## config.mk

```make
export PLATFORM = sky130hd
export DESIGN_NAME = ipc_top
export DESIGN_NICKNAME = d
export VERILOG_FILES = /design/src/design/ipc_pkg.sv /design/src/design/ipc_reg_if.sv /design/src/design/ipc_edge_det.sv /design/src/design/ipc_axil.sv /design/src/design/ipc_top.sv
export VERILOG_INCLUDE_DIRS = /design/src /design/src/design
export SDC_FILE = /design/constraint.sdc
export NUM_CORES = 1
export LEC_CHECK = 0
export BUFFER_PORTS_ARGS = -buffer_cell sky130_fd_sc_hd__buf_2
export CAP_MARGIN = 20
export CORE_MARGIN = 3
export CORE_UTILIZATION = 35
export DETAILED_ROUTE_END_ITERATION = 10
export GPL_TIMING_DRIVEN = 0
export PLACE_DENSITY_LB_ADDON = 0.05
export SLEW_MARGIN = 20
export SYNTH_ARGS = -nofsm -noshare
export SYNTH_HDL_FRONTEND = slang
export SYNTH_SLANG_ARGS = --single-unit
```

## constraint.sdc

```tcl
create_clock -name clk -period 2.49 [get_ports clk]
set_input_delay 0.747 -clock clk [delete_from_list [all_inputs] [get_ports clk]]
set_output_delay 0.747 -clock clk [all_outputs]
set_load 0.03 [all_outputs]
```

## src/design/ipc_cfg.svh

```systemverilog
// Purpose: offsets, field positions and reset values of the interrupt block
// Assumes: register index times four is the byte address on the bus
// Notes: definitions only
`ifndef IPC_CFG_SVH
`define IPC_CFG_SVH
// ----------------------------------------
// register indices
// ----------------------------------------
`define IPC_IDX_PRIO_FOUR 12'hf90
`define IPC_IDX_PRIO_FIVE 12'hf99
`define IPC_IDX_PRIO_THREE 12'hfa5
`define IPC_IDX_CAUSE 12'hfd0
`define IPC_IDX_TMR_CFG 12'hfd5
`define IPC_IDX_CTRL_THREE 12'hff0
`define IPC_IDX_CTRL_TWO 12'hff1
`define IPC_IDX_CTRL_ONE 12'hff2
// ----------------------------------------
// reset values
// ----------------------------------------
`define IPC_PRIO_RST 8'hff
`define IPC_PRIO5_RST 6'h3f
`define IPC_CAUSE_RST 6'h3c
`define IPC_CTRL1_RST 8'h00
`define IPC_CTRL2_RST 7'h7f
`define IPC_CTRL3_RST 8'hc0
`define IPC_TMR_CFG_RST 1'h0
// ----------------------------------------
// field positions and masks
// ----------------------------------------
`define IPC_CAUSE_PRIO_EN 7
`define IPC_CAUSE_RO_MASK 6'h0c
`define IPC_C1_GLOBAL 7
`define IPC_C1_SECOND 6
`define IPC_C1_TMR_EN 5
`define IPC_C1_PIN0_EN 4
`define IPC_C1_PORT_EN 3
`define IPC_C1_TMR_FLAG 2
`define IPC_C1_PIN0_FLAG 1
`define IPC_C1_PORT_FLAG 0
`define IPC_C2_TMR_PRIO 2
`define IPC_C2_PIN3_PRIO 1
`define IPC_C2_PORT_PRIO 0
`define IPC_C3_PIN2_PRIO 7
`define IPC_C3_PIN1_PRIO 6
`define IPC_TMR_MODE16 0
`define IPC_RESP_OKAY 2'h0
`define IPC_RESP_SLVERR 2'h2
`endif

```

## src/design/ipc_pkg.sv

```systemverilog
// Purpose: shared types of the interrupt block
// Assumes: constants live in ipc_cfg.svh
// Notes: service level states of the core
package ipc_pkg;
	typedef enum logic [1:0] {ST_IDLE, ST_LOW, ST_HIGH, ST_NEST} ipc_state_t;
endpackage

```

## src/design/ipc_reg_if.sv

```systemverilog
// Purpose: register access path between bus slave and register file
// Assumes: one clock
// Notes: write strobe is one cycle, read data is combinational
`timescale 1ns/1ps
interface ipc_reg_if;
	logic wrEn;
	logic [11:0] wrIdx;
	logic [7:0] wrData;
	logic wrHit;
	logic [11:0] rdIdx;
	logic [7:0] rdData;
	logic rdHit;
	modport slave (output wrEn, wrIdx, wrData, rdIdx, input wrHit, rdData, rdHit);
	modport regs (input wrEn, wrIdx, wrData, rdIdx, output wrHit, rdData, rdHit);
endinterface

```

## src/design/ipc_edge_det.sv

```systemverilog
// Purpose: per-bit edge or change detector
// Assumes: inputs synchronous to clk
// Notes: first cycle after reset only primes the history
`timescale 1ns/1ps
module ipc_edge_det #(
	parameter int N = 4
) (
	input wire logic clk, // core clock
	input wire logic nrst, // sync reset, low
	input wire logic [N-1:0] level, // sampled pins
	input wire logic [N-1:0] riseSel, // 1 rising, 0 falling
	input wire logic anyEdge, // report every change
	output logic [N-1:0] hit // one-cycle detect
);
	logic [N-1:0] prev;
	logic armed;
	// history of the pins
	always_ff @(posedge clk) begin
		if (!nrst) begin
			prev <= '0;
			armed <= 1'b0;
		end else begin
			prev <= level;
			armed <= 1'b1;
		end
	end
	// edge decode per bit
	for (genvar i = 0; i < N; i++) begin : g_bit
		assign hit[i] = armed & (anyEdge ? (level[i] ^ prev[i]) :
			(riseSel[i] ? (level[i] & ~prev[i]) : (~level[i] & prev[i])));
	end
endmodule // ipc_edge_det

```

## src/design/ipc_axil.sv

```systemverilog
// Purpose: AXI4-Lite slave for the byte-wide register file
// Assumes: one write and one read in flight at most
// Notes: write answers one cycle after both halves held; read one cycle after address
`timescale 1ns/1ps
`include "ipc_cfg.svh"
module ipc_axil #(
	parameter int ADDR_W = 14
) (
	input wire logic clk, // core clock
	input wire logic nrst, // sync reset, low
	input wire logic awvalid, // write address valid
	output logic awready, // write address ready
	input wire logic [ADDR_W-1:0] awaddr, // write byte address
	input wire logic wvalid, // write data valid
	output logic wready, // write data ready
	input wire logic [31:0] wdata, // write data
	input wire logic [3:0] wstrb, // byte enables
	output logic bvalid, // write response valid
	input wire logic bready, // write response ready
	output logic [1:0] bresp, // write response
	input wire logic arvalid, // read address valid
	output logic arready, // read address ready
	input wire logic [ADDR_W-1:0] araddr, // read byte address
	output logic rvalid, // read data valid
	input wire logic rready, // read data ready
	output logic [31:0] rdata, // read data
	output logic [1:0] rresp, // read response
	ipc_reg_if.slave rif // register side
);
	logic awHave, wHave, wStb0, rdPend, doWr;
	assign doWr = awHave & wHave & ~bvalid;
	assign rif.wrEn = doWr & wStb0;
	// write address capture
	always_ff @(posedge clk) begin
		if (!nrst) begin
			awHave <= 1'b0;
			awready <= 1'b0;
			rif.wrIdx <= '0;
		end else if (awvalid && awready) begin
			awHave <= 1'b1;
			awready <= 1'b0;
			rif.wrIdx <= awaddr[ADDR_W-1:2];
		end else begin
			if (doWr) awHave <= 1'b0;
			if (doWr || !awHave) awready <= 1'b1;
		end
	end
	// write data capture
	always_ff @(posedge clk) begin
		if (!nrst) begin
			wHave <= 1'b0;
			wready <= 1'b0;
			rif.wrData <= '0;
			wStb0 <= 1'b0;
		end else if (wvalid && wready) begin
			wHave <= 1'b1;
			wready <= 1'b0;
			rif.wrData <= wdata[7:0];
			wStb0 <= wstrb[0];
		end else begin
			if (doWr) wHave <= 1'b0;
			if (doWr || !wHave) wready <= 1'b1;
		end
	end
	// write response
	always_ff @(posedge clk) begin
		if (!nrst) begin
			bvalid <= 1'b0;
			bresp <= `IPC_RESP_OKAY;
		end else if (doWr) begin
			bvalid <= 1'b1;
			bresp <= rif.wrHit ? `IPC_RESP_OKAY : `IPC_RESP_SLVERR;
		end else if (bready) begin
			bvalid <= 1'b0;
		end
	end
	// read channel
	always_ff @(posedge clk) begin
		if (!nrst) begin
			arready <= 1'b0;
			rdPend <= 1'b0;
			rvalid <= 1'b0;
			rdata <= '0;
			rresp <= `IPC_RESP_OKAY;
			rif.rdIdx <= '0;
		end else if (arvalid && arready) begin
			arready <= 1'b0;
			rdPend <= 1'b1;
			rif.rdIdx <= araddr[ADDR_W-1:2];
		end else if (rdPend) begin
			rdPend <= 1'b0;
			rvalid <= 1'b1;
			rdata <= {24'h0, rif.rdData};
			rresp <= rif.rdHit ? `IPC_RESP_OKAY : `IPC_RESP_SLVERR;
		end else if (rvalid) begin
			if (rready) begin
				rvalid <= 1'b0;
				arready <= 1'b1;
			end
		end else begin
			arready <= 1'b1;
		end
	end
endmodule // ipc_axil

```

## src/design/ipc_top.sv

```systemverilog
// Purpose: interrupt priorities, pin/timer/port sources, reset cause, entry context
// Assumes: all inputs synchronous to clk; peripheral requests are flag and enable
// Notes: registers are byte wide, one per aligned bus word
// Functional notes
// - group three priorities, eight bits, reset high
// - group four: capture units, enhanced three
// - cause register bit7 priority enable, bit6 zero
// - six reset cause flags, two read-only
// - pin edge select: rising or falling
// - edge sets pin flag; request needs enable
// - enabled pins wake from sleep or idle
// - deep sleep: pin zero restarts at reset
// - pins one-three have priority; zero high
// - timer zero flag on 8/16-bit wrap
// - timer zero enable and priority bits
// - port upper nibble change sets flag
// - entry pushes pc, saves fast context
//
// Chosen here: the AXI4-Lite interface to the registers.
`timescale 1ns/1ps
`include "ipc_cfg.svh"
module ipc_top
	import ipc_pkg::*;
#(
	parameter int ADDR_W = 14,
	parameter int PERIPH_N = 22
) (
	input wire logic clk, // core clock
	input wire logic nrst, // sync reset, low
	input wire logic awvalid, // write address valid
	output logic awready, // write address ready
	input wire logic [ADDR_W-1:0] awaddr, // write byte address
	input wire logic wvalid, // write data valid
	output logic wready, // write data ready
	input wire logic [31:0] wdata, // write data
	input wire logic [3:0] wstrb, // byte enables
	output logic bvalid, // write response valid
	input wire logic bready, // write response ready
	output logic [1:0] bresp, // write response
	input wire logic arvalid, // read address valid
	output logic arready, // read address ready
	input wire logic [ADDR_W-1:0] araddr, // read byte address
	output logic rvalid, // read data valid
	input wire logic rready, // read data ready
	output logic [31:0] rdata, // read data
	output logic [1:0] rresp, // read response
	input wire logic [PERIPH_N-1:0] periphReq, // peripheral flag and enable
	input wire logic [3:0] intPin, // external pins, 0..3
	input wire logic [3:0] portPins, // port upper nibble
	input wire logic tmrTick, // timer zero count pulse
	input wire logic [5:0] causeEvt, // hardware sets cause flags
	input wire logic [5:0] causeClr, // hardware clears cause flags
	input wire logic sleepMode, // sleep or idle active
	input wire logic deepSleep, // deep sleep active
	input wire logic entryTake, // core vectors now
	input wire logic retTake, // core returns from service
	input wire logic [20:0] pcIn, // return address
	input wire logic [7:0] wregIn, // working register
	input wire logic [7:0] statusIn, // status register
	input wire logic [7:0] bsrIn, // bank select register
	output logic irqHigh, // high vector request
	output logic irqLow, // low vector request
	output logic wakeReq, // wake from sleep or idle
	output logic wakePor, // deep sleep wake, reset vector
	output logic pushEn, // push return address
	output logic [20:0] pushPc, // address to push
	output logic [7:0] fastW, // fast stack working reg
	output logic [7:0] fastStatus, // fast stack status
	output logic [7:0] fastBsr // fast stack bank select
);
	// ----------------------------------------
	// registers and internal state
	// ----------------------------------------
	ipc_reg_if rif ();
	logic [7:0] prioThree, prioFour, ctrlOne, ctrlThree;
	logic [5:0] prioFive, causeFlags;
	logic [6:0] ctrlTwo;
	logic prioEnable, tmrMode16;
	logic [15:0] tmrCount;
	logic [3:0] pinHit, portHit, edgeSel, pinEn, pinFlags, wakeEn;
	logic [5:0] coreReq, corePrio;
	logic [PERIPH_N-1:0] perPrio;
	logic tmrWrap, highAct, lowAct;
	ipc_state_t state;

	// ----------------------------------------
	// bus slave and detectors
	// ----------------------------------------
	ipc_axil #(.ADDR_W(ADDR_W)) u_axil (
		.clk(clk), .nrst(nrst),
		.awvalid(awvalid), .awready(awready), .awaddr(awaddr),
		.wvalid(wvalid), .wready(wready), .wdata(wdata), .wstrb(wstrb),
		.bvalid(bvalid), .bready(bready), .bresp(bresp),
		.arvalid(arvalid), .arready(arready), .araddr(araddr),
		.rvalid(rvalid), .rready(rready), .rdata(rdata), .rresp(rresp),
		.rif(rif)
	);
	assign edgeSel = {ctrlTwo[3], ctrlTwo[4], ctrlTwo[5], ctrlTwo[6]};
	ipc_edge_det #(.N(4)) u_pins (
		.clk(clk), .nrst(nrst), .level(intPin), .riseSel(edgeSel),
		.anyEdge(1'b0), .hit(pinHit)
	);
	ipc_edge_det #(.N(4)) u_port (
		.clk(clk), .nrst(nrst), .level(portPins), .riseSel(4'h0),
		.anyEdge(1'b1), .hit(portHit)
	);

	// ----------------------------------------
	// register writes
	// ----------------------------------------
	// peripheral priority groups
	always_ff @(posedge clk) begin
		if (!nrst) begin
			prioThree <= `IPC_PRIO_RST;
			prioFour <= `IPC_PRIO_RST;
			prioFive <= `IPC_PRIO5_RST;
		end else if (rif.wrEn) begin
			if (rif.wrIdx == `IPC_IDX_PRIO_THREE) prioThree <= rif.wrData;
			if (rif.wrIdx == `IPC_IDX_PRIO_FOUR) prioFour <= rif.wrData;
			if (rif.wrIdx == `IPC_IDX_PRIO_FIVE) prioFive <= rif.wrData[5:0];
		end
	end
	// priority enable and cause flags, hardware set wins
	always_ff @(posedge clk) begin
		if (!nrst) begin
			prioEnable <= 1'b0;
			causeFlags <= `IPC_CAUSE_RST;
		end else if (rif.wrEn && rif.wrIdx == `IPC_IDX_CAUSE) begin
			prioEnable <= rif.wrData[`IPC_CAUSE_PRIO_EN];
			causeFlags <= ((rif.wrData[5:0] & ~`IPC_CAUSE_RO_MASK) |
				(causeFlags & `IPC_CAUSE_RO_MASK & ~causeClr)) | causeEvt;
		end else begin
			causeFlags <= (causeFlags & ~causeClr) | causeEvt;
		end
	end
	// control one: enables and hardware flags
	always_ff @(posedge clk) begin
		if (!nrst) begin
			ctrlOne <= `IPC_CTRL1_RST;
		end else begin
			if (rif.wrEn && rif.wrIdx == `IPC_IDX_CTRL_ONE) ctrlOne <= rif.wrData;
			if (tmrWrap) ctrlOne[`IPC_C1_TMR_FLAG] <= 1'b1;
			if (pinHit[0]) ctrlOne[`IPC_C1_PIN0_FLAG] <= 1'b1;
			if (|portHit) ctrlOne[`IPC_C1_PORT_FLAG] <= 1'b1;
		end
	end
	// control two: edge selects and priorities
	always_ff @(posedge clk) begin
		if (!nrst) ctrlTwo <= `IPC_CTRL2_RST;
		else if (rif.wrEn && rif.wrIdx == `IPC_IDX_CTRL_TWO) ctrlTwo <= rif.wrData[6:0];
	end
	// control three: pin one-three flags and enables, pin one-two priorities
	always_ff @(posedge clk) begin
		if (!nrst) begin
			ctrlThree <= `IPC_CTRL3_RST;
		end else begin
			if (rif.wrEn && rif.wrIdx == `IPC_IDX_CTRL_THREE) ctrlThree <= rif.wrData;
			for (int i = 1; i < 4; i++) begin
				if (pinHit[i]) ctrlThree[i-1] <= 1'b1;
			end
		end
	end

	// ----------------------------------------
	// timer zero
	// ----------------------------------------
	assign tmrWrap = tmrTick & (tmrMode16 ? (tmrCount == 16'hffff) :
		(tmrCount[7:0] == 8'hff));
	// mode bit and count
	always_ff @(posedge clk) begin
		if (!nrst) begin
			tmrMode16 <= `IPC_TMR_CFG_RST;
			tmrCount <= 16'h0000;
		end else begin
			if (rif.wrEn && rif.wrIdx == `IPC_IDX_TMR_CFG)
				tmrMode16 <= rif.wrData[`IPC_TMR_MODE16];
			if (tmrTick && tmrMode16) tmrCount <= tmrCount + 16'h0001;
			else if (tmrTick) tmrCount[7:0] <= tmrCount[7:0] + 8'h01;
		end
	end

	// ----------------------------------------
	// register reads
	// ----------------------------------------
	always_comb begin
		rif.rdData = 8'h00;
		rif.rdHit = 1'b1;
		unique case (rif.rdIdx)
			`IPC_IDX_PRIO_THREE: rif.rdData = prioThree;
			`IPC_IDX_PRIO_FOUR: rif.rdData = prioFour;
			`IPC_IDX_PRIO_FIVE: rif.rdData = {2'h0, prioFive};
			`IPC_IDX_CAUSE: rif.rdData = {prioEnable, 1'b0, causeFlags};
			`IPC_IDX_TMR_CFG: rif.rdData = {7'h00, tmrMode16};
			`IPC_IDX_CTRL_ONE: rif.rdData = ctrlOne;
			`IPC_IDX_CTRL_TWO: rif.rdData = {1'b0, ctrlTwo};
			`IPC_IDX_CTRL_THREE: rif.rdData = ctrlThree;
			default: rif.rdHit = 1'b0;
		endcase
	end
	// write decode for the response
	always_comb begin
		unique case (rif.wrIdx)
			`IPC_IDX_PRIO_THREE, `IPC_IDX_PRIO_FOUR, `IPC_IDX_PRIO_FIVE,
			`IPC_IDX_CAUSE, `IPC_IDX_TMR_CFG, `IPC_IDX_CTRL_ONE,
			`IPC_IDX_CTRL_TWO, `IPC_IDX_CTRL_THREE: rif.wrHit = 1'b1;
			default: rif.wrHit = 1'b0;
		endcase
	end

	// ----------------------------------------
	// source arbitration
	// ----------------------------------------
	assign pinFlags = {ctrlThree[2:0], ctrlOne[`IPC_C1_PIN0_FLAG]};
	assign pinEn = {ctrlThree[5:3], ctrlOne[`IPC_C1_PIN0_EN]};
	// requests gated by their enables
	assign coreReq = {ctrlOne[`IPC_C1_PORT_FLAG] & ctrlOne[`IPC_C1_PORT_EN],
		ctrlOne[`IPC_C1_TMR_FLAG] & ctrlOne[`IPC_C1_TMR_EN],
		pinFlags & pinEn};
	// pin zero fixed high, others from control bits
	assign corePrio = {ctrlTwo[`IPC_C2_PORT_PRIO], ctrlTwo[`IPC_C2_TMR_PRIO],
		ctrlTwo[`IPC_C2_PIN3_PRIO], ctrlThree[`IPC_C3_PIN2_PRIO],
		ctrlThree[`IPC_C3_PIN1_PRIO], 1'b1};
	assign perPrio = {prioFive, prioFour, prioThree};
	// two levels with priorities, one level without
	always_comb begin
		if (prioEnable) begin
			highAct = ctrlOne[`IPC_C1_GLOBAL] &
				(|(coreReq & corePrio) | |(periphReq & perPrio));
			lowAct = ctrlOne[`IPC_C1_GLOBAL] & ctrlOne[`IPC_C1_SECOND] &
				(|(coreReq & ~corePrio) | |(periphReq & ~perPrio));
		end else begin
			highAct = ctrlOne[`IPC_C1_GLOBAL] &
				(|coreReq | (ctrlOne[`IPC_C1_SECOND] & |periphReq));
			lowAct = 1'b0;
		end
	end
	// vector requests
	always_ff @(posedge clk) begin
		if (!nrst) begin
			irqHigh <= 1'b0;
			irqLow <= 1'b0;
		end else begin
			irqHigh <= highAct & (state == ST_IDLE || state == ST_LOW);
			irqLow <= lowAct & ~highAct & (state == ST_IDLE);
		end
	end
	// service level tracking
	always_ff @(posedge clk) begin
		if (!nrst) begin
			state <= ST_IDLE;
		end else if (entryTake && irqHigh) begin
			state <= (state == ST_LOW) ? ST_NEST : ST_HIGH;
		end else if (entryTake && irqLow) begin
			state <= ST_LOW;
		end else if (retTake) begin
			unique case (state)
				ST_NEST: state <= ST_LOW;
				ST_LOW, ST_HIGH: state <= ST_IDLE;
				ST_IDLE: state <= ST_IDLE;
			endcase
		end
	end

	// ----------------------------------------
	// context save on entry
	// ----------------------------------------
	always_ff @(posedge clk) begin
		if (!nrst) begin
			pushEn <= 1'b0;
			pushPc <= '0;
			fastW <= 8'h00;
			fastStatus <= 8'h00;
			fastBsr <= 8'h00;
		end else begin
			pushEn <= entryTake & (irqHigh | irqLow);
			if (entryTake && (irqHigh || irqLow)) begin
				pushPc <= pcIn;
				fastW <= wregIn;
				fastStatus <= statusIn;
				fastBsr <= bsrIn;
			end
		end
	end

	// ----------------------------------------
	// wake from power-managed modes
	// ----------------------------------------
	always_ff @(posedge clk) begin
		if (!nrst) begin
			wakeEn <= 4'h0;
			wakeReq <= 1'b0;
			wakePor <= 1'b0;
		end else begin
			if (!sleepMode) wakeEn <= pinEn;
			wakeReq <= sleepMode & ~deepSleep & |(pinFlags & wakeEn);
			wakePor <= deepSleep & pinHit[0];
		end
	end
endmodule // ipc_top

```

Yosys cells after proc, flatten, opt, wreduce, memory -nomap -nowiden:

Index checks and enable logic that the tools add are counted.

* bits in latches: 0
* input bits: 163
* output and inout bits: 91
* ROM bits: 0
* memories kept: 0
* logic and storage cells: 229
* memory bits (writable): 0
* bits in registers: 187

* reduce and logical (&&, ||, !) cells: 49
* divide/modulo/power cells: 0
* shift-type cells: 0
* add/subtract/negate cells: 2
* bitwise operators: 70
* mux-type cells: 40
* multipliers: 0
* order comparisons: 0
* eq/ne operators: 22

Operator list (count)
* $eq A12 B12 Y1 const B: 16
* $reduce_or A22 Y1: 3
* $pmux W8 S8: 1
* $and A22 B22 Y22: 2
* $and A1 B1 Y1: 34
* $mux W1: 28
* $not A22 Y22: 1
* $reduce_bool A2 Y1: 10
* $and A6 B6 Y6: 3
* $or A6 B6 Y6: 3
* $reduce_or A6 Y1: 3
* $add A16 B1 Y16 const B: 1
* $eq A16 B16 Y1 const B: 1
* $mux W8: 2
* $reduce_or A8 Y1: 2
* $not A1 Y1: 14
* $logic_and A1 B1 Y1: 12
* $not A6 Y6: 2
* $mux W2: 5
* $reduce_and A2 Y1: 5
* $add A8 B1 Y8 const B: 1
* $and A4 B4 Y4: 2
* $eq A8 B8 Y1 const B: 1
* $reduce_or A4 Y1: 2
* other kinds (15): 29

Longest topological paths before layout:

Gate-level depths: netlist of run 1.

* word-level depth: 9
* gate-level depth with buffers: 7
* depth with buffers taken out: 6

Hierarchy:

A second synthesis of run 1 with hierarchy kept.

* cell total of the unflattened synthesis: 994
* area, all modules: 8637.0 um^2

Modules (own cells, without submodules)
* ipc_top: cells an instance 674, area an instance 5719.2 um^2, instances 1, seq. area each 2502.4 um^2
* ipc_axil: cells an instance 244, area an instance 2169.6 um^2, instances 1, seq. area each 1021.0 um^2
* ipc_edge_det: cells an instance 38, area an instance 374.1 um^2, instances 2, seq. area each 100.1 um^2

Worst setup path before layout of run 1:

Ideal clock, no wire load.

* path type: in2reg
* start: in periphReq[7]
* end: reg irqLow
* path buffers: 0
* required time: 2387 ps
* stages on the path: 4
* setup slack: 424 ps
* data arrival time: 1963 ps
* setup time: 103 ps
* path through: or4_1 o41ai_1 a21boi_0 a2111oi_2

* word-level cells in the longest chain between the ends: 8
* elaborated cells on any way between the ends: 17
* classes of those cells: mux (2); bitwise (12); reduce/logical (3)

Ends and longest elaborated chain
* from (decl): line ipc_top.sv:47 `input wire logic [PERIPH_N-1:0] periphReq,`
* $reduce_or A22 Y1 / $and A22 B22 Y22 (equally long branches): line ipc_top.sv:233, ipc_top.sv:228
* $and A1 B1 Y1 / $reduce_or A22 Y1 (equally long branches): line ipc_top.sv:233, ipc_top.sv:228
* $or A1 B1 Y1 (on tied branches): line ipc_top.sv:233, ipc_top.sv:228
* $and A1 B1 Y1 (on tied branches): line ipc_top.sv:232, ipc_top.sv:227
* $mux W1: line ipc_top.sv:226 `if (prioEnable) begin`
* $not A1 Y1: line ipc_top.sv:244 `irqLow <= lowAct & ~highAct & (state == ST_IDLE);`
* $and A1 B1 Y1 (*) (2 in a row): line ipc_top.sv:244
* to (signal assigned): line ipc_top.sv:244
* to (decl): line ipc_top.sv:62 `output logic irqLow,`

Every way passes the cells marked *; elsewhere a longest branch is shown, timed or not.
A chain may end at the register's enable or synchronous reset.

Worst setup path after layout of run 1:

Same ends and word-level chain as after synthesis.

==> results.md, run 1 <==
- Status: finished clean
- H-tree depth: 4
- Xor/xnor share of the synthesized area: 0.0176
- Clk_skew: 0.0202 ns
- Hold Vio Cnt, Final: 0
- Syn Area/Cell: 8.61 sq um
- Slowest-stage cell, CP: o41ai_1
- Initial Util: 0.359
- Critical Path AT: 2.68 ns
- Final Routed Wirelength: 26700 um
- Sw power: 1.69 mW
- Number of placement rows: 56
- Worst slew pin tran: 1.00 ns
- DP HPWL: 20600 um
- Sequential share of power: 0.477
- Synth Area in Simple Gates: 0.244
- Post-CTS Hold Buffers: 0
- Via/cell ratio: 4.95
- Sw Share: 0.262
- Top Ports: about 250
- Routed Antenna Nets: 0
- Setup bufs post-CTS: 0
- Adder-cell share of the synthesized area: 0.00148
- Critical path buffer and inverter count: 1
- Initial antenna violation count: 2
- Synth Cell Area: ~8500 sq um
- Die width: 162 um
- Mux contribution to synthesized area: 0.0646
- Num CTS Buffers: 17
- Compound-Gate Fraction of Synth Area: 0.174
- Post-CTS Resized: 0
- Clock Tree Buf Depth: 2
- Final #Nets: 1388
- Die height: around 160 um
- Worst path cell trace: buf_2 -> or4_1 -> o41ai_1 -> a21boi_0 -> a2111oi_2
- Worst min-delay path class: register to register
- Period utilization: 0.953
- CTS clock-pin slew for the worst setup and hold paths: 0.07 ns
- CTS root buf: clkbuf_16
- Die area: 26100 sq um
- Comb power frac: 0.084
- Power Total: 6.45 mW
- Clk pwr share: 0.439
- CTS tree: yes
- Post-synth EDFFs: 0
- Crit. End Element: register
- Endpoints failing setup: 0
- Via count: between 7000 and 8000
- Power per Cell Area: 612 nW/um^2
- Vias in the first global route: between 7000 and 8000
- Worst path required time: 2.79 ns
- Initial DRT Pass Iterations: 6
- DR DRC count: 0
- CTS Sinks: 185
- Largest net degree at the start of global routing: 19
- Crit path max-delay family: compound AO/OA/AOI/OAI gates
- Main area contributors after synthesis: dfxtp_1, nand2_1, a21boi_0
- Synth cell types: 67
- Warnings from Yosys: 0
- Maximum vdd ir drop: 0.370 mV
- Count of input and output buffers: 195
- Minimum clock period: 2.37 ns
- Slew HR: 0.327
- Final GP Congestion: 0.881
- Biggest area consumer among synthesized cells: dfxtp_1
- Crit path max fanout: 3
- Post-synthesis async set-or-reset flop share: 0
- WL per Instance: 17.2 um
- Setup ws final: 0.116 ns
- Pleak: between 4 and 5 nW
- Top-count cell post-synth: nand2_1
- Core area: 23600 sq um
- Clock Latency Late Sink: 0.44 ns
- Worst path max stage delay: 0.54 ns
- Max-cap violations: 0
- #FFs+latches synth: between 150 and 200
- Startpoint types: input port
- Main combinational cell family by area after synthesis: simple AND/OR/NAND/NOR gates
- GRT overflow: 0
- Top cells by count, synth: nand2_1, dfxtp_1, a21boi_0
- Sequential share of the synthesized area: 0.437
- First-pass GRT wire length: 41500 um
- Total track usage: 0.202
- Final Max Tran Viols: 0
- Layout area overhead: 24.5%
- Final Core Density: 0.447
- RSZ-0062 raised after global routing: false
- Ratio of cells with drive above 1 in the final layout: 0.222
- Post-Synthesis Cells: 985
- Initial DRC count: 444
- Top FF cell, synth: dfxtp_1
- Diode count: 0
- Post-synth top area share: 0.437
- Setup Crit Path Kind: input port to register
- Fmax: 421 MHz
- Pre-CTS setup slack: -0.243 ns
- Internal power: 4.76 mW
==> layout make-up <==
| cell class | count | area, sq um |
|---|---|---|
| well taps | 319 | 399 |
| fillers | 2459 | 13100 |
| multi-input cells | 719 | 4350 |
| inverters | 27 | 101 |
| repair buffers | 195 | 976 |
| clock buffers | 17 | 425 |
| plain buffers | 79 | 414 |
| clock inverters | 14 | 183 |
| flip-flops and latches | 185 | 3700 |
==> worst paths after layout <==
| path | cells past startpoint | slack, ns | from | end |
|---|---|---|---|---|
| min reg2reg | 2 | 0.45 | u_axil.rdata[7] | u_axil.rdata[7] |
| min | 2 | 0.45 | u_axil.rdata[7] | u_axil.rdata[7] |
| max reg2reg | 5 | 0.27 | u_axil.rif.wrIdx[11] | prioThree[3] |
| max | 5 | 0.12 | periphReq[7] | irqLow |
==> per-layer routing <==
layer	share of wire	track usage
met3	0.083	0.0677
met5	0.00086	0
met4	0.013	0.0438
met2	0.45	0.325
met1	0.45	0.266
==> worst reg2reg max path, cell delays in order, from the launching register on <==
cell and delay, ns:
dfxtp_1 0.36, nand4_2 0.21, nor4_2 0.91, nand2_2 0.32
nor2_1 0.17, o21ai_0 0.10
==> cells by family (layout without fill, tap and decap cells) <==
logic type / Yosys count / after routing
XOR/XNOR: 17 / 17
AND/OR/NAND/NOR: 418 / 418
other: 1 / 26
flip-flops: 185 / 185
multiplexers: 54 / 54
buffers and inverters: 106 / 332
AO/OA/AOI/OAI: 203 / 203
adder cells (fa/ha/maj): 1 / 1
==> stage by stage <==
stage / hold slack (ns) / cell area [sq um] / setup TNS (ns) / instances
floorplan: 0.442 / 8570 / 0 / 1010
global placement: 0.438 / 9950 / -0.831 / 1524
detailed placement: 0.439 / 9950 / -1.26 / 1524
CTS: 0.449 / 10600 / 0 / 1555
global route: 0.461 / 10600 / 0 / 1555
finish: 0.447 / 10600 / 0 / 1555
==> state kept, by name (all words and copies together), names as in the netlist, 7 cells and up <==
register           flops
fastBsr                8
fastStatus             8
prioThree              8
ctrlTwo                7
tmrCount              16
prioFour               8
u_axil.rif.wrData      8
u_axil.rif.wrIdx      12
fastW                  8
ctrlThree              8
u_axil.rdata           8
u_axil.rif.rdIdx      12
pushPc                21
ctrlOne                8
==> power groups by stage <==
| stage | clock [mW] | sequential [mW] | combinational [mW] |
|---|---|---|---|
| finish | 2.84 | 3.08 | 0.541 |
| global route | 3.02 | 3.09 | 0.601 |
| CTS | 2.91 | 3.08 | 0.545 |
| detailed placement | 0 | 3.15 | 0.543 |
| global placement | 0 | 3.15 | 0.542 |
| floorplan | 0 | 3.14 | 0.315 |
==> placed cells by master (no fill, tap or decap), types with 4 or more instances in the layout <==
master,n
mux2i_1,48
a21boi_0,90
nand2_1,232
nand3_1,20
o22ai_1,11
a22oi_1,20
clkbuf_1,40
nor3b_1,5
dfxtp_1,185
xnor2_1,8
a221oi_1,4
o21a_1,4
buf_1,6
and2_1,30
a21oi_1,8
o21ai_0,20
nor2b_1,21
nand4b_1,5
inv_1,27
buf_2,199
conb_1,26
mux2_2,6
nor3_1,8
nor4_1,13
o21ai_1,6
nand2b_1,11
buf_4,28
o211ai_1,4
a31oi_1,4
nor2_1,22
nand4_1,10
and4_1,5
inv_6,4
and3_1,8
o2bb2ai_1,4
xor2_1,9
clkbuf_16,17
nand3b_1,10
(Power assumes the default switching activity.)
==> run 2: changes to the inputs <==
BUFFER_PORTS_ARGS = -buffer_cell sky130_fd_sc_hd__buf_4   (was -buffer_cell sky130_fd_sc_hd__buf_2)
==> run 2 against run 1 <==
Via count shrank 0.35%. Sequential power is essentially flat. Fmax grew 1.2%. Critical endpoint unchanged. First-iteration DRC count shrank 12%. Global-route usage grew 0.080 points. Count of clock-buffer cells in the layout is the same. Worst setup slack gained 0.027 ns. Cell count is the same.
==> results.md, run 2 (synthesis results as in run 1) <==
- Crit path max fanout: 3 (unchanged)
- Power per Cell Area: 580 nW/um^2 (-5.1%)
- Worst hold start: u_axil.rdata[5]
- Period utilization: 0.942 (-0.0110)
- Setup bufs post-CTS: 0 (unchanged)
- Crit. End Element: register
- Clock Tree Buf Depth: 2 (unchanged)
- RSZ-0062 raised after global routing: false
- Status: finished clean
- Setup crit start: periphReq[7]
- Routed Antenna Nets: 0 (unchanged)
- Number of placement rows: 56 (unchanged)
- Worst path required time: 2.80 ns (about the same)
- Most common cell after layout, fill and taps aside: nand2_1
- Critical Path AT: 2.65 ns (-0.03 ns)
- Via count: 7676 (-0.35%)
- Worst r2r path cells: 5 (unchanged)
- Via/cell ratio: 4.94 (-0.35%)
- Final Routed Wirelength: 26700 um (+0.12%)
- Largest net degree at the start of global routing: 19 (unchanged)
- Clk pwr share: 0.425 (-0.014)
- Count of input and output buffers: 195 (unchanged)
- Top Ports: 254 (unchanged)
- Maximum vdd ir drop: 0.354 mV (-4.3%)
- Max-cap violations: 0 (unchanged)
- Slew HR: 0.312 (-0.0147)
- Area of placed instances: 10400 sq um (+4.9%)
- Clock Latency Late Sink: 0.43 ns (about the same)
- Layout area overhead: 30.0%
- Hold Vio Cnt, Final: 0 (unchanged)
- Initial DRC count: 390 (-12%)
- Vias in the first global route: 7427 (+0.36%)
- CTS tree: yes
- Worst flop-to-flop path startpoint: u_axil.rif.wrIdx[11]
- Diode count: 0 (unchanged)
- DR DRC count: 0 (unchanged)
- Final #Nets: 1388 (unchanged)
- Inst Count DP: 1524 (unchanged)
- Worst R2R End: prioThree[3]
- Initial antenna violation count: 0 (-2)
- Largest regs: pushPc x21, tmrCount x16
- Fillers: 2410 (-2.0%)
- Total track usage: 0.203 (+0.000800)
- Core area: 23600 sq um (unchanged)
- Post-CTS Resized: 0 (unchanged)
- Sequential share of power: 0.481 (+0.004)
- Initial Util: 0.359 (unchanged)
- Area of the multi-input gates: 4350 sq um (unchanged)
- Most frequent cells in the layout: nand2_1, buf_4, dfxtp_1, a21boi_0, mux2i_1
- DP HPWL: 20800 um (+0.98%)
- Internal power: 4.73 mW (-0.82%)
- First-pass GRT wire length: 41700 um (+0.40%)
- Comb power frac: 0.094 (+0.010)
- Startpoint types: input port
- Final instance area: 11000 sq um (+4.4%)
- CTS root buf: clkbuf_16
- Ratio of cells with drive above 1 in the final layout: 0.222 (unchanged)
- CTS Sinks: 185 (unchanged)
- WL per Instance: 17.2 um (+0.12%)
- Max reg flops: 21 (unchanged)
- Hold Crit Depth: 2 (unchanged)
- Die width: 162 um (unchanged)
- Final Max Tran Viols: 0 (unchanged)
- Fmax: 426 MHz (+1.2%)
- GRT overflow: 0 (unchanged)
- Power Total: 6.39 mW (-0.93%)
- R2r setup slk: 0.29 ns (+0.02 ns)
- Pleak: 4.54 nW (+2.1%)
- Endpoints failing setup: 0 (unchanged)
- H-tree depth: 4 (unchanged)
- Minimum clock period: 2.35 ns (-0.0275 ns)
- Clk_skew: 0.0114 ns (-0.00878 ns)
- CTS clock-pin slew for the worst setup and hold paths: 0.07 ns (about the same)
- Hold EP: u_axil.rdata[5]
- Sw power: 1.67 mW (-1.2%)
- Post-CTS Hold Buffers: 0 (unchanged)
- Final GP Congestion: 0.928 (+5.3%)
- Die height: 162 um (unchanged)
- Num CTS Buffers: 17 (unchanged)
- Setup Crit Path Kind: input port to register
- Final Non-Filler Cells: 1555 (unchanged)
- Sw Share: 0.261 (-0.000820)
- Most flops, register: pushPc
- Worst min-delay path class: register to register
- FF+latch area: 3700 sq um (unchanged)
- Initial DRT Pass Iterations: 5 (-1)
- Die area: 26100 sq um (unchanged)
- Worst slew pin tran: 1.02 ns (+0.0219 ns)
run 2: cell count changes in the layout (fill, tap and decap cells not counted), sizes merged:
cell      change
bufinv        -1
clkinv        -1
clkinvlp      +1
inv           +1
run 2: area by class of cell:
cell class / count / share of cell area
Buffer: 79 / 0.0376
Clock inverter: 14 / 0.0143
Multi-Input combinational cell: 719 / 0.395
Tap cell: 319 / 0.0362
Clock buffer: 17 / 0.0386
Inverter: 27 / 0.00920
Sequential cell: 185 / 0.336
Timing Repair Buffer: 195 / 0.133
run 2: critical path: stages:
cell and delay (ns):
buf_4 0.12, or4_1 0.52, o41ai_1 0.57, a21boi_0 0.30, a2111oi_2 0.40
run 2: power groups by stage:
stage | registers, mW | logic [mW] | clock network (mW)
floorplan | 3.14 | 0.315 | 0
global placement | 3.15 | 0.600 | 0
detailed placement | 3.15 | 0.604 | 0
CTS | 3.08 | 0.606 | 2.79
global route | 3.09 | 0.660 | 2.91
finish | 3.08 | 0.601 | 2.72
run 2: worst max path at each step:
stage | to | slack [ns] | cells past startpoint
after detailed placement | irqLow | -0.19 | 5
after global routing | prioThree[3] | 0.12 | 5
after global placement | irqLow | -0.22 | 5
after CTS | irqLow | 0.25 | 5
after floorplan | irqLow | 0.42 | 4
final | irqLow | 0.14 | 5
run 2: routing by layer:
layer	GRT usage	vias to the layer above	routed length (um)
li1	-	3855	-
met1	0.266	3509	11800
met2	0.321	283	12000
met3	0.0703	29	2560
met4	0.0543	0	356
met5	0	-	0
run 2: stage by stage:
step	setup WS (ns)	hold slack (ns)	util	TNS (ns)
final	0.144	0.458	0.467	0
after global routing	0.115	0.470	0.467	0
after CTS	0.255	0.456	0.467	0
after detailed placement	-0.186	0.446	0.442	-0.314
after global placement	-0.218	0.444	0.442	-0.252
after floorplan	0.424	0.442	-	0
